[config.mk]
export PLATFORM = sky130hd
export DESIGN_NAME = memctl_function_config_header
export DESIGN_NICKNAME = d
export VERILOG_FILES = /design/src/pkg/memctl_cfg_pkg.sv /design/src/rtl/cfg_rw_dword.sv /design/src/rtl/cfg_write_once.sv /design/src/rtl/memctl_function_config_header.sv
export SDC_FILE = /design/constraint.sdc
export NUM_CORES = 1
export LEC_CHECK = 0
export ABC_AREA = 1
export BUFFER_PORTS_ARGS = -buffer_cell sky130_fd_sc_hd__buf_2
export CAP_MARGIN = 25
export CORE_MARGIN = 10
export CORE_UTILIZATION = 40
export CTS_CLUSTER_DIAMETER = 80
export CTS_CLUSTER_SIZE = 8
export DETAILED_ROUTE_END_ITERATION = 10
export HOLD_SLACK_MARGIN = 0.02
export PLACE_DENSITY = 0.66
export SLEW_MARGIN = 25
export SYNTH_ARGS = -nofsm -noshare
export SYNTH_HDL_FRONTEND = slang
export SYNTH_SLANG_ARGS = --single-unit
[constraint.sdc]
create_clock -name clk -period 6 [get_ports clk]
set_clock_uncertainty 0.2 [all_clocks]
set_input_delay 0.3 -clock clk [delete_from_list [all_inputs] [get_ports clk]]
set_output_delay 0.3 -clock clk [all_outputs]
set_load 0.05 [all_outputs]
[src/pkg/memctl_cfg_pkg.sv]
// memctl_cfg_pkg: constants and types of the memory-controller
// function configuration header.
// assumes byte offsets within a 256-byte configuration space and
// dword-wide configuration cycles with byte enables.
package memctl_cfg_pkg;

  // access port geometry
  localparam int DATA_W  = 32;
  localparam int LANES   = 4;
  localparam int INDEX_W = 6;

  // byte offsets of the header registers
  localparam logic [7:0] OFF_VENDOR     = 8'h00;
  localparam logic [7:0] OFF_DEVICE     = 8'h02;
  localparam logic [7:0] OFF_COMMAND    = 8'h04;
  localparam logic [7:0] OFF_STATUS     = 8'h06;
  localparam logic [7:0] OFF_REVISION   = 8'h08;
  localparam logic [7:0] OFF_SUB_CLASS  = 8'h0A;
  localparam logic [7:0] OFF_BASE_CLASS = 8'h0B;
  localparam logic [7:0] OFF_HEADER     = 8'h0E;
  localparam logic [7:0] OFF_SUB_VENDOR = 8'h2C;
  localparam logic [7:0] OFF_SUBSYSTEM  = 8'h2E;
  localparam logic [7:0] OFF_CAP_PTR    = 8'h34;
  localparam logic [7:0] OFF_ROW_BOUND  = 8'h40;
  localparam logic [7:0] OFF_ROW_ATTR   = 8'h50;
  localparam logic [7:0] OFF_TIMING     = 8'h60;
  localparam logic [7:0] OFF_POWER      = 8'h68;
  localparam logic [7:0] OFF_MODE       = 8'h70;
  localparam logic [7:0] OFF_THROTTLE   = 8'hA0;

  // dword indexes of the fixed words
  localparam logic [INDEX_W-1:0] IDX_IDENT  = OFF_VENDOR[7:2];
  localparam logic [INDEX_W-1:0] IDX_CMDSTS = OFF_COMMAND[7:2];
  localparam logic [INDEX_W-1:0] IDX_CLASS  = OFF_REVISION[7:2];
  localparam logic [INDEX_W-1:0] IDX_HEADER = OFF_HEADER[7:2];
  localparam logic [INDEX_W-1:0] IDX_SUBSYS = OFF_SUB_VENDOR[7:2];
  localparam logic [INDEX_W-1:0] IDX_CAP    = OFF_CAP_PTR[7:2];

  // fixed read values
  localparam logic [15:0] STATUS_VALUE     = 16'h0080;
  localparam logic [7:0]  SUB_CLASS_VALUE  = 8'h80;
  localparam logic [7:0]  BASE_CLASS_VALUE = 8'h08;
  localparam logic [7:0]  HEADER_VALUE     = 8'h00;
  localparam logic [7:0]  CAP_PTR_VALUE    = 8'h00;

  // identity defaults, values arbitrary
  localparam logic [15:0] VENDOR_ID_DEFAULT   = 16'h1D5C;
  localparam logic [15:0] DEVICE_ID_DEFAULT   = 16'h0A42;
  localparam logic [7:0]  REVISION_ID_DEFAULT = 8'h3C;

  // command word bit positions
  localparam int CMD_IO_SPACE_EN     = 0;
  localparam int CMD_MEM_SPACE_EN    = 1;
  localparam int CMD_MASTER_EN       = 2;
  localparam int CMD_SPECIAL_CYC_EN  = 3;
  localparam int CMD_WR_INVAL_EN     = 4;
  localparam int CMD_PALETTE_SNP_EN  = 5;
  localparam int CMD_PARITY_RESP_EN  = 6;
  localparam int CMD_STEPPING_EN     = 7;
  localparam int CMD_SYS_ERR_REP_EN  = 8;
  localparam int CMD_FAST_B2B_EN     = 9;
  localparam int CMD_RESERVED_LO     = 10;
  localparam logic [15:0] CMD_RESET  = 16'h0006;

  // writable memory-controller registers
  localparam int NUM_RW      = 6;
  localparam int RW_BOUND    = 0;
  localparam int RW_ATTR     = 1;
  localparam int RW_TIMING   = 2;
  localparam int RW_POWER    = 3;
  localparam int RW_MODE     = 4;
  localparam int RW_THROTTLE = 5;
  localparam logic [INDEX_W-1:0] RW_INDEX [NUM_RW] = '{
    OFF_ROW_BOUND[7:2], OFF_ROW_ATTR[7:2], OFF_TIMING[7:2],
    OFF_POWER[7:2], OFF_MODE[7:2], OFF_THROTTLE[7:2]};
  localparam logic [DATA_W-1:0] RW_RESET [NUM_RW] = '{
    32'h00000000, 32'h00007777, 32'h18004425,
    32'h00000000, 32'h00000081, 32'h00000000};
  localparam logic [LANES-1:0] RW_LANES [NUM_RW] = '{
    4'hF, 4'h3, 4'hF, 4'hF, 4'hF, 4'hF};

  // access sequencer states
  typedef enum logic [1:0] {
    ST_IDLE   = 2'b01,
    ST_ANSWER = 2'b10
  } acc_state_type;

endpackage

[src/rtl/cfg_rw_dword.sv]
// cfg_rw_dword: one read/write configuration dword with byte enables.
// assumes wrEn is a one-cycle pulse from the access sequencer.
`timescale 1ns/100ps
`default_nettype none

module cfg_rw_dword
#(
  parameter logic [31:0] RESET_VAL = 32'h00000000,
  parameter logic [3:0]  LANE_MASK = 4'hF
)
(
  // clock and reset
  input  wire logic        clk,
  input  wire logic        rstn,
  // write side
  input  wire logic        wrEn,
  input  wire logic [3:0]  byteEn,
  input  wire logic [31:0] wrData,
  // stored value
  output logic      [31:0] value
);

  logic [31:0] value_r;
  logic [31:0] value_nxt;

  // merge enabled lanes; unimplemented lanes keep their reset value
  always_comb
  begin
    value_nxt = value_r;
    for (int i = 0; i < 4; i++)
    begin
      if (wrEn && byteEn[i] && LANE_MASK[i])
        value_nxt[8*i +: 8] = wrData[8*i +: 8];
    end
  end

  // storage
  always_ff @(posedge clk or negedge rstn)
  begin
    if (!rstn)
      value_r <= RESET_VAL;
    else
      value_r <= value_nxt;
  end

  assign value = value_r;

endmodule

`default_nettype wire

[src/rtl/cfg_write_once.sv]
// cfg_write_once: configuration dword that takes its first write only.
// assumes wrEn is a one-cycle pulse; only reset reopens it.
`timescale 1ns/100ps
`default_nettype none

module cfg_write_once
(
  // clock and reset
  input  wire logic        clk,
  input  wire logic        rstn,
  // write side
  input  wire logic        wrEn,
  input  wire logic [3:0]  byteEn,
  input  wire logic [31:0] wrData,
  // stored value and lock
  output logic      [31:0] value,
  output logic             locked
);

  logic [31:0] value_r;
  logic [31:0] value_nxt;
  logic        locked_r;
  logic        locked_nxt;

  // first write stores enabled lanes and locks the word
  always_comb
  begin
    value_nxt  = value_r;
    locked_nxt = locked_r;
    if (wrEn && !locked_r)
    begin
      locked_nxt = 1'b1;
      for (int i = 0; i < 4; i++)
      begin
        if (byteEn[i])
          value_nxt[8*i +: 8] = wrData[8*i +: 8];
      end
    end
  end

  // storage
  always_ff @(posedge clk or negedge rstn)
  begin
    if (!rstn)
    begin
      value_r  <= 32'h00000000;
      locked_r <= 1'b0;
    end
    else
    begin
      value_r  <= value_nxt;
      locked_r <= locked_nxt;
    end
  end

  assign value  = value_r;
  assign locked = locked_r;

endmodule

`default_nettype wire

[src/rtl/memctl_function_config_header.sv]
// memctl_function_config_header: configuration header of the
// memory-controller function, reached by configuration cycles.
// assumes the bridge delivers each configuration cycle as a one-cycle
// request with a dword index and byte enables, synchronous to clk.
`timescale 1ns/100ps
`default_nettype none

module memctl_function_config_header
#(
  parameter logic [15:0] VENDOR_ID   = memctl_cfg_pkg::VENDOR_ID_DEFAULT,
  parameter logic [15:0] DEVICE_ID   = memctl_cfg_pkg::DEVICE_ID_DEFAULT,
  parameter logic [7:0]  REVISION_ID = memctl_cfg_pkg::REVISION_ID_DEFAULT
)
(
  // clock and reset
  input  wire logic                                 clk,
  input  wire logic                                 rstn,
  // configuration cycle request
  input  wire logic                                 cfgReq,
  input  wire logic                                 cfgWrite,
  input  wire logic [memctl_cfg_pkg::INDEX_W-1:0]   cfgIndex,
  input  wire logic [memctl_cfg_pkg::LANES-1:0]     cfgByteEn,
  input  wire logic [memctl_cfg_pkg::DATA_W-1:0]    cfgWrData,
  // configuration cycle answer
  output logic                                      cfgAck,
  output logic      [memctl_cfg_pkg::DATA_W-1:0]    cfgRdData,
  // settings for the memory controller
  output logic      [31:0]                          rowBoundaries,
  output logic      [15:0]                          rowAttributes,
  output logic      [31:0]                          memTiming,
  output logic      [31:0]                          memPowerControl,
  output logic      [31:0]                          memControllerMode,
  output logic      [31:0]                          memThrottleControl,
  // subsystem identity words
  output logic      [31:0]                          subsystemIds,
  output logic                                      subsystemLocked
);

  import memctl_cfg_pkg::*;

  // access sequencer state
  acc_state_type       accState_r;
  acc_state_type       accState_nxt;
  logic [DATA_W-1:0]   rdData_r;
  logic [DATA_W-1:0]   rdData_nxt;

  // decode and read path
  logic                takeReq;
  logic                takeWrite;
  logic [15:0]         commandWord;
  logic [DATA_W-1:0]   readWord;
  logic [DATA_W-1:0]   rwValue [NUM_RW];
  logic                subsysWrEn;

  // a request is taken only while idle
  assign takeReq   = cfgReq && (accState_r == ST_IDLE);
  assign takeWrite = takeReq && cfgWrite;

  // command word: every bit hardwired, so writes have nothing to land in
  always_comb
  begin
    commandWord                     = 16'h0000;
    commandWord[15:CMD_RESERVED_LO] = '0;
    commandWord[CMD_FAST_B2B_EN]    = 1'b0;
    commandWord[CMD_SYS_ERR_REP_EN] = 1'b0;
    commandWord[CMD_STEPPING_EN]    = 1'b0;
    commandWord[CMD_PARITY_RESP_EN] = 1'b0;
    commandWord[CMD_PALETTE_SNP_EN] = 1'b0;
    commandWord[CMD_WR_INVAL_EN]    = 1'b0;
    commandWord[CMD_SPECIAL_CYC_EN] = 1'b0;
    commandWord[CMD_MASTER_EN]      = 1'b1;
    commandWord[CMD_MEM_SPACE_EN]   = 1'b1;
    commandWord[CMD_IO_SPACE_EN]    = 1'b0;
  end

  // writable memory-controller registers, one per table entry
  genvar g;
  generate
    for (g = 0; g < NUM_RW; g++)
    begin : rwRegs
      logic wrHit;

      // only a write to this dword reaches the storage
      assign wrHit = takeWrite && (cfgIndex == RW_INDEX[g]);

      cfg_rw_dword
      #(
        .RESET_VAL (RW_RESET[g]),
        .LANE_MASK (RW_LANES[g])
      )
      u_reg
      (
        .clk    (clk),
        .rstn   (rstn),
        .wrEn   (wrHit),
        .byteEn (cfgByteEn),
        .wrData (cfgWrData),
        .value  (rwValue[g])
      );
    end
  endgenerate

  // subsystem identity words keep their first write
  assign subsysWrEn = takeWrite && (cfgIndex == IDX_SUBSYS);

  cfg_write_once u_subsys
  (
    .clk    (clk),
    .rstn   (rstn),
    .wrEn   (subsysWrEn),
    .byteEn (cfgByteEn),
    .wrData (cfgWrData),
    .value  (subsystemIds),
    .locked (subsystemLocked)
  );

  // settings handed to the memory controller
  assign rowBoundaries      = rwValue[RW_BOUND];
  assign rowAttributes      = rwValue[RW_ATTR][15:0];
  assign memTiming          = rwValue[RW_TIMING];
  assign memPowerControl    = rwValue[RW_POWER];
  assign memControllerMode  = rwValue[RW_MODE];
  assign memThrottleControl = rwValue[RW_THROTTLE];

  // read multiplexer; bytes with nothing behind them read zero
  always_comb
  begin
    readWord = '0;
    case (cfgIndex)
      IDX_IDENT:
        readWord = {DEVICE_ID, VENDOR_ID};
      IDX_CMDSTS:
        readWord = {STATUS_VALUE, commandWord};
      IDX_CLASS:
        readWord = {BASE_CLASS_VALUE, SUB_CLASS_VALUE, 8'h00, REVISION_ID};
      IDX_HEADER:
        readWord = {8'h00, HEADER_VALUE, 16'h0000};
      IDX_SUBSYS:
        readWord = subsystemIds;
      IDX_CAP:
        readWord = {24'h000000, CAP_PTR_VALUE};
      default:
        readWord = '0;
    endcase
    for (int i = 0; i < NUM_RW; i++)
    begin
      if (cfgIndex == RW_INDEX[i])
        readWord = rwValue[i];
    end
  end

  // sequencer: take in idle, answer one cycle later, then idle again
  always_comb
  begin
    accState_nxt = accState_r;
    rdData_nxt   = rdData_r;
    case (accState_r)
      ST_IDLE:
      begin
        if (cfgReq)
        begin
          accState_nxt = ST_ANSWER;
          rdData_nxt   = cfgWrite ? '0 : readWord;
        end
      end
      ST_ANSWER:
      begin
        accState_nxt = ST_IDLE;
      end
      default:
      begin
        accState_nxt = ST_IDLE;
        rdData_nxt   = '0;
      end
    endcase
  end

  // sequencer registers
  always_ff @(posedge clk or negedge rstn)
  begin
    if (!rstn)
    begin
      accState_r <= ST_IDLE;
      rdData_r   <= '0;
    end
    else
    begin
      accState_r <= accState_nxt;
      rdData_r   <= rdData_nxt;
    end
  end

  // answer outputs
  assign cfgAck    = (accState_r == ST_ANSWER);
  assign cfgRdData = rdData_r;

endmodule

`default_nettype wire

==> metrics.md, run 1 <==
| Metric | Value |
|---|---|
| Combined global-route utilization of all metal layers | `0.224` |
| Die Outline Area | `about 34000 um2` |
| Critical Setup Path Class | `input pin to flop` |
| Total setup buffers inserted after CTS | `0` |
| Max Transition Viols Final | `0` |
| Avg Vias per Cell | `around 5.2` |
| Beginning of the worst hold path | `cfgWrData[0]` |
| Die boundary width | `between 150 and 200 um` |
| Cell Pwr Density | `289 nW/um2` |
| Most used DFF post-synth | `dfrtp_1` |
| End point of the critical path | `u_subsys.value[10]$_DFFE_PN0P_` |
| Area growth from synthesis to layout | `28.7%` |
| Fraction of registers with async set/reset | `1.00` |
| Vias after detailed routing | `approximately 10000` |
| Antenna violations before repair | `2` |
| Worst vdd rail ir drop | `around 0.00017 V` |
| Clock edge transition at the registers on the reported setup and hold paths | `approximately 0.05 ns` |
| Post-synth net total | `about 1300` |
| Effective utilization at floorplan | `0.409` |
| Leakage power | `7.24 nW` |
| Internal reg-to-reg setup slack | `3.26 ns` |
| Fmax achieved | `about 330 MHz` |
| Area contributors post-synth | `dfrtp_1 52%, nand2_1 15%, o21ai_0 9.5%` |
| DRC violation count after routing | `0` |
| Worst EP required | `~6.2 ns` |
| Number of detailed-routing iterations run before antenna repair | `5` |
| Global placer's final weighted congestion | `around 0.87` |
| Most used standard cell by instance count after synthesis | `nand2_1` |
| Clk sinks | `roughly 240` |
| Unrepaired setup endpoints after global routing | `false` |
| Detail Placement HPWL | `between 20000 and 30000 um` |
| Clock latency on the worst-skew pair | `around 0.5 ns` |
| Critical Path Sink Type | `flop` |
| Slew at the pin with the worst max-slew slack | `about 1.1 ns` |
| Total of buffers placed on input and output ports | `around 290` |
| Reg2reg start | `accState_r[0]$_DFFE_PN1P_` |
| Data arrival time at the worst-slack endpoint | `3.24 ns` |
| Post-Route WL | `39000 um` |
| Capture instance of the worst register-to-register path | `rwRegs[2].u_reg.value[18]$_DFFE_PN0P_` |
| Number of routed nets with antenna violations | `0` |
| Height of the chip | `184 um` |
| Wire per inst | `20.2 um` |
| Status | `completed` |
| Global route total overflow | `0` |
| Cell count after synthesis | `1272` |
| Period utilisation layout | `0.507` |
| Critical path launch point | `cfgIndex[1]` |
| Max-Cap Viols | `0` |
| Number of different library cells in the post-synthesis netlist | `26` |
| Share of layout cells above drive strength 1 | `0.242` |
| Post-layout minimum cycle time | `between 3 and 4 ns` |
| Cell row count | `59` |
| Post-cts resize count | `0` |
| Number of warning messages in the yosys log | `0` |
| Clock buffer count from CTS | `36` |
| Worst hold path class | `input pin to flop` |
| Total of endpoints with negative setup slack in the final report | `0` |
| CTS tree | `done` |
| Critical-path maximum fanout | `16` |
| Average instance area after synthesis | `around 8.4 um2` |
| Number of flops mapped to enable cells by yosys | `0` |
| Share of Yosys cell area claimed by the top area cell type | `0.516` |
| Initial DRC Count | `between 800 and 900` |
| Maximum number of pins on one net before global-route repair | `127` |
| Worst hold slack across all endpoints | `roughly 0.046 ns` |
| NumNets Final | `~1600` |
| Final TNS setup | `0 ns` |
| Number of global-route vias before repair | `approximately 10000` |
| Total number of H-tree levels | `2` |
| Worst-case clock buffer depth | `3` |
| Number of synthesized register bits | `243` |
| Seq/Total Area, Yosys | `0.570` |
| FF-to-FF path depth | `6` |
| Core Area | `26200 um2` |
| Element type at the critical path start | `input pin` |
| Wire length of the first global-routing pass | `59000 um` |
| Clock root cell | `clkbuf_16` |
| Post-synthesis cell type with the largest combined area | `dfrtp_1` |
| Top Ports | `288` |
| Final Hold Violating Endpoints | `0` |
| Relative slew slack | `0.292` |
| Most frequent cells after synthesis | `428 x nand2_1, 221 x dfrtp_1, 204 x o21ai_0` |
| Syn Std Cell Area | `10700 um2` |
| Quantity of hold-fixing buffers added after cts | `32` |
[registers in the layout, summed over array words and instances (netlist names)]
| signal | cells |
|---|---|
| u_subsys.value | 32 |
| accState_r | 2 |
| rwRegs.u_reg.value | 176 |
| u_subsys.locked | 1 |
| cfgRdData | 32 |
[layer usage]
layer  vias up  wire (um)  part of all wire  GRT usage
met5         -         11           0.00028          0
met4         2       1100             0.028     0.0757
met3        67       3270             0.084     0.0626
met2       417      18400              0.47      0.362
met1      4891      16300              0.42      0.283
li1       4774          -                 -          -
[cells in the final DEF (no fill, tap or decap), drive strengths merged]
cell and instances:
dfrtp 221, or2 11, clkinvlp 1, buf 297, clkinv 1, o21bai 2, nand3 63, dlygate4sd3 32
a21oi 71, nor2 36, nor3b 5, diode 1, nor3 2, o211ai 2, o21a 19, nand4 22
nand2 429, clkbuf 55, inv 102, o21ai 207, dfstp 22
[final cells by class]
class	count	area, um2
fillers	2441	12400
flip-flops and latches	243	6110
multi-input cells	869	4000
repair buffers	329	1880
clock buffers	55	993
well taps	335	419
inverters	101	380
clock inverters	3	25.0
diodes	1	2.50
[report_power, final]
part | internal (mW) | switching (mW)
Combinational | 0.0933 | 0.317
Clock | 1.13 | 0.727
Sequential | 1.69 | 0.0369
Total | 2.91 | 1.08
[through the flow]
stage / total power, mW / setup WS, ns / instances / utilization / instance area (um2)
global route: 4.12 / 2.71 / 1936 / 0.527 / 13800
global placement: 2.14 / 2.62 / 1843 / 0.474 / 12400
CTS: 4.01 / 3.01 / 1933 / 0.525 / 13800
finish: 3.99 / 2.96 / 1936 / 0.527 / 13800
floorplan: 1.98 / 3.99 / 1272 / - / 10700
detailed placement: 2.14 / 2.49 / 1843 / 0.474 / 12400
[worst min-delay path by stage]
stage	to	slack [ns]	cells after the start
global placement	cfgRdData[3]$_DFFE_PN0P_	0.23	1
CTS	u_subsys.value[0]$_DFFE_PN0P_	0.04	4
floorplan	accState_r[1]$_DFFE_PN0P_	-0.20	0
detailed placement	cfgRdData[3]$_DFFE_PN0P_	0.23	1
global route	rwRegs[1].u_reg.value[0]$_DFFE_PN1P_	0.08	3
finish	u_subsys.value[0]$_DFFE_PN0P_	0.05	4
[cell families (layout without fill, tap and decap cells)]
family | Yosys count | count (layout) | share of synthesized area
DFF | 243 | 243 | 0.570
buffers and inverters | 160 | 488 | 0.0606
other | 0 | 1 | 0
AOI/OAI and AO/OA | 301 | 301 | 0.146
and+or+nand+nor | 568 | 568 | 0.224
[critical path: stages]
cell and delay (ns):
buf_2 0.15, nand2_1 0.09, nor2_1 0.81, nand2_1 0.67
clkinv_2 0.37, nand3_4 0.23, nor2_4 0.37, nand2_1 0.10
o21a_1 0.12
Note: power is estimated with default switching activity, not from simulation.
==> run 2, diff against run 1 <==
- PLACE_DENSITY: 0.66 -> 0.69
- clock period: 6 -> 2.62 ns (I/O delays scaled with it)
==> metrics.md, run 2 (synthesized netlist as in run 1, its figures left out) <==
| Metric | Value |
|---|---|
| Status | `completed` |
| Most common cell type on the critical path | `nand2_1` |
| Global route total overflow | `0 (unchanged)` |
| Met3 GRT Util | `0.0666 (+0.00395)` |
| PnR Total Power | `9.21 mW (+130%)` |
| Met1 Track Usage GR | `0.286 (+0.00379)` |
| Max-Cap Viols | `0 (unchanged)` |
| Element type at the critical path start | `flop` |
| Worst hold path class | `input pin to asynchronous set/reset pin` |
| Most used cells in the layout excluding fill and tap cells | `428 x nand2_1, 286 x buf_2, 221 x dfrtp_1` |
| Combined global-route utilization of all metal layers | `0.229 (+0.00484)` |
| Die Outline Area | `33700 um2 (unchanged)` |
| Area taken by flip-flops and latches | `6110 um2 (unchanged)` |
| Buffering stage count on the worst path with inverters included | `1 (-1)` |
| Busiest grt layer | `met2` |
| Vias after detailed routing | `10400 (+2.2%)` |
| CTS tree | `done` |
| Total number of H-tree levels | `2 (unchanged)` |
| Total of endpoints with negative setup slack in the final report | `0 (unchanged)` |
| DRC violation count after routing | `0 (unchanged)` |
| Fmax achieved | `approximately 420 MHz` |
| Clock buffer count from CTS | `36 (unchanged)` |
| Stage delay of the slowest cell on the critical path | `0.53 ns (-0.28 ns)` |
| Footprint of the multi-input gates | `4000 um2 (unchanged)` |
| Area growth from synthesis to layout | `32.0%` |
| Placed cells | `1870 (+1.5%)` |
| Avg Vias per Cell | `5.26 (+0.36%)` |
| Crit-path leading delay family | `simple AND/OR/NAND/NOR gates` |
| Cells traversed along the worst timing path | `nand2_1 > nor2_1 > nand2_1 > clkinv_2 > nand3_4 > nor2_4 > nand2_1 > o21a_1` |
| Logic depth of the worst setup path including buffers | `8 (-1)` |
| Post-Route WL | `39600 um (+1.4%)` |
| Initial DRC Count | `957 (+8.0%)` |
| Non-filler cells, final | `1971 (+1.8%)` |
| Wire length of the first global-routing pass | `60700 um (+2.9%)` |
| Core Area | `26200 um2 (unchanged)` |
| Top Ports | `288 (unchanged)` |
| NumNets Final | `1658 (+2.0%)` |
| Final TNS setup | `0 ns (unchanged)` |
| Period utilisation layout | `0.913` |
| Max Transition Viols Final | `0 (unchanged)` |
| Die boundary width | `184 um (unchanged)` |
| Data arrival time at the worst-slack endpoint | `2.61 ns (-0.63 ns)` |
| Clock edge transition at the registers on the reported setup and hold paths | `0.05 ns (about the same)` |
| Worst vdd rail ir drop | `0.000449 V (+170%)` |
| Worst EP required | `2.84 ns (-3.36 ns)` |
| Fill count | `2417 (-0.98%)` |
| Antenna violations before repair | `5 (+3)` |
| Clock latency on the worst-skew pair | `0.53 ns (+0.02 ns)` |
| Final Hold Violating Endpoints | `0 (unchanged)` |
| Cell row count | `59 (unchanged)` |
| Fin util | `0.540 (+0.0131)` |
| Worst-case clock buffer depth | `3 (unchanged)` |
| Global routing met2 resource utilization | `0.365 (+0.00309)` |
| Height of the chip | `184 um (unchanged)` |
| Total setup buffers inserted after CTS | `0 (unchanged)` |
| Critical-path top delay cell | `dfstp_2` |
| Share of layout cells above drive strength 1 | `0.253 (+0.0112)` |
| Number of detailed-routing iterations run before antenna repair | `7 (+2)` |
| Unrepaired setup endpoints after global routing | `false` |
| Cell Pwr Density | `651 nW/um2 (+120%)` |
| Number of global-route vias before repair | `10400 (+4.5%)` |
| Detail Placement HPWL | `27900 um (+3.6%)` |
| FF-to-FF path depth | `8 (+2)` |
| Critical Path Sink Type | `flop` |
| Critical-path maximum fanout | `23 (+7)` |
| Clk sinks | `243 (unchanged)` |
| Flip-flop count of the largest register, all copies and words added | `176 (unchanged)` |
| Slew at the pin with the worst max-slew slack | `0.867 ns (-0.192 ns)` |
| Effective utilization at floorplan | `0.409 (unchanged)` |
| Number of routed nets with antenna violations | `0 (unchanged)` |
| Critical Setup Path Class | `flop to flop` |
| Relative slew slack | `0.422 (+0.130)` |
| Global placer's final weighted congestion | `0.887 (+1.7%)` |
| Most common cell after layout, fill and taps aside | `nand2_1` |
| Maximum number of pins on one net before global-route repair | `78 (-39%)` |
| Leakage power | `7.40 nW (+2.3%)` |
| Post-layout minimum cycle time | `between 2 and 2.5 ns` |
| Wire per inst | `20.1 um (-0.43%)` |
| Clock root cell | `clkbuf_16` |
| Total of buffers placed on input and output ports | `287 (unchanged)` |
## run 2: timing repair
| item | 4_1_cts | 5_1_grt |
|---|---|---|
| hold buffers | 39 | 0 |
| gates resized for setup | 0 | 1 |
| endpoints found under the hold margin | 452 | 0 |
| endpoints found under the setup margin | 0 | 81 |
## run 2: cell type report
class                           instances  area share
Antenna cell                            4    0.000708
Sequential cell                       243       0.432
Inverter                              101      0.0270
Multi-Input combinational cell        869       0.282
Tap cell                              335      0.0296
Clock buffer                           54      0.0685
Clock inverter                          4     0.00593
Timing Repair Buffer                  361       0.154
## run 2: power by group
part	internal, mW	total (mW)	switching [mW]
Clock	2.57	4.29	1.72
Combinational	0.230	0.958	0.728
Sequential	3.87	3.96	0.0906
## run 2: final timing paths
check,start,to,slack (ns)
min,rstn,rwRegs[1].u_reg.value[12]$_DFFE_PN1P_,0.04
max,accState_r[0]$_DFFE_PN1P_,u_subsys.value[8]$_DFFE_PN0P_,0.23
min in group clk,cfgIndex[1],cfgRdData[5]$_DFFE_PN0P_,0.06
max reg2reg,accState_r[0]$_DFFE_PN1P_,u_subsys.value[8]$_DFFE_PN0P_,0.23
min reg2reg,cfgRdData[21]$_DFFE_PN0P_,cfgRdData[21]$_DFFE_PN0P_,0.27
max in group asynchronous,rstn,rwRegs[2].u_reg.value[28]$_DFFE_PN1P_,1.69
## run 2: through the flow
stage / area (um2) / hold slack [ns] / setup slack [ns]
finish: 14100 / 0.0407 / 0.228
global route: 14100 / 0.0495 / 0.0117
CTS: 14100 / 0.0282 / 0.141
detailed placement: 12700 / -0.0864 / 0.141
global placement: 12700 / -0.0899 / 0.226
floorplan: 10700 / -0.365 / 0.614
## run 2: metal layers
layer  vias to the layer above  wire length [um]
met5                         -                17
met4                         2              1310
met3                        94              4000
met2                       529             18200
met1                      4932             16000
li1                       4815                 -
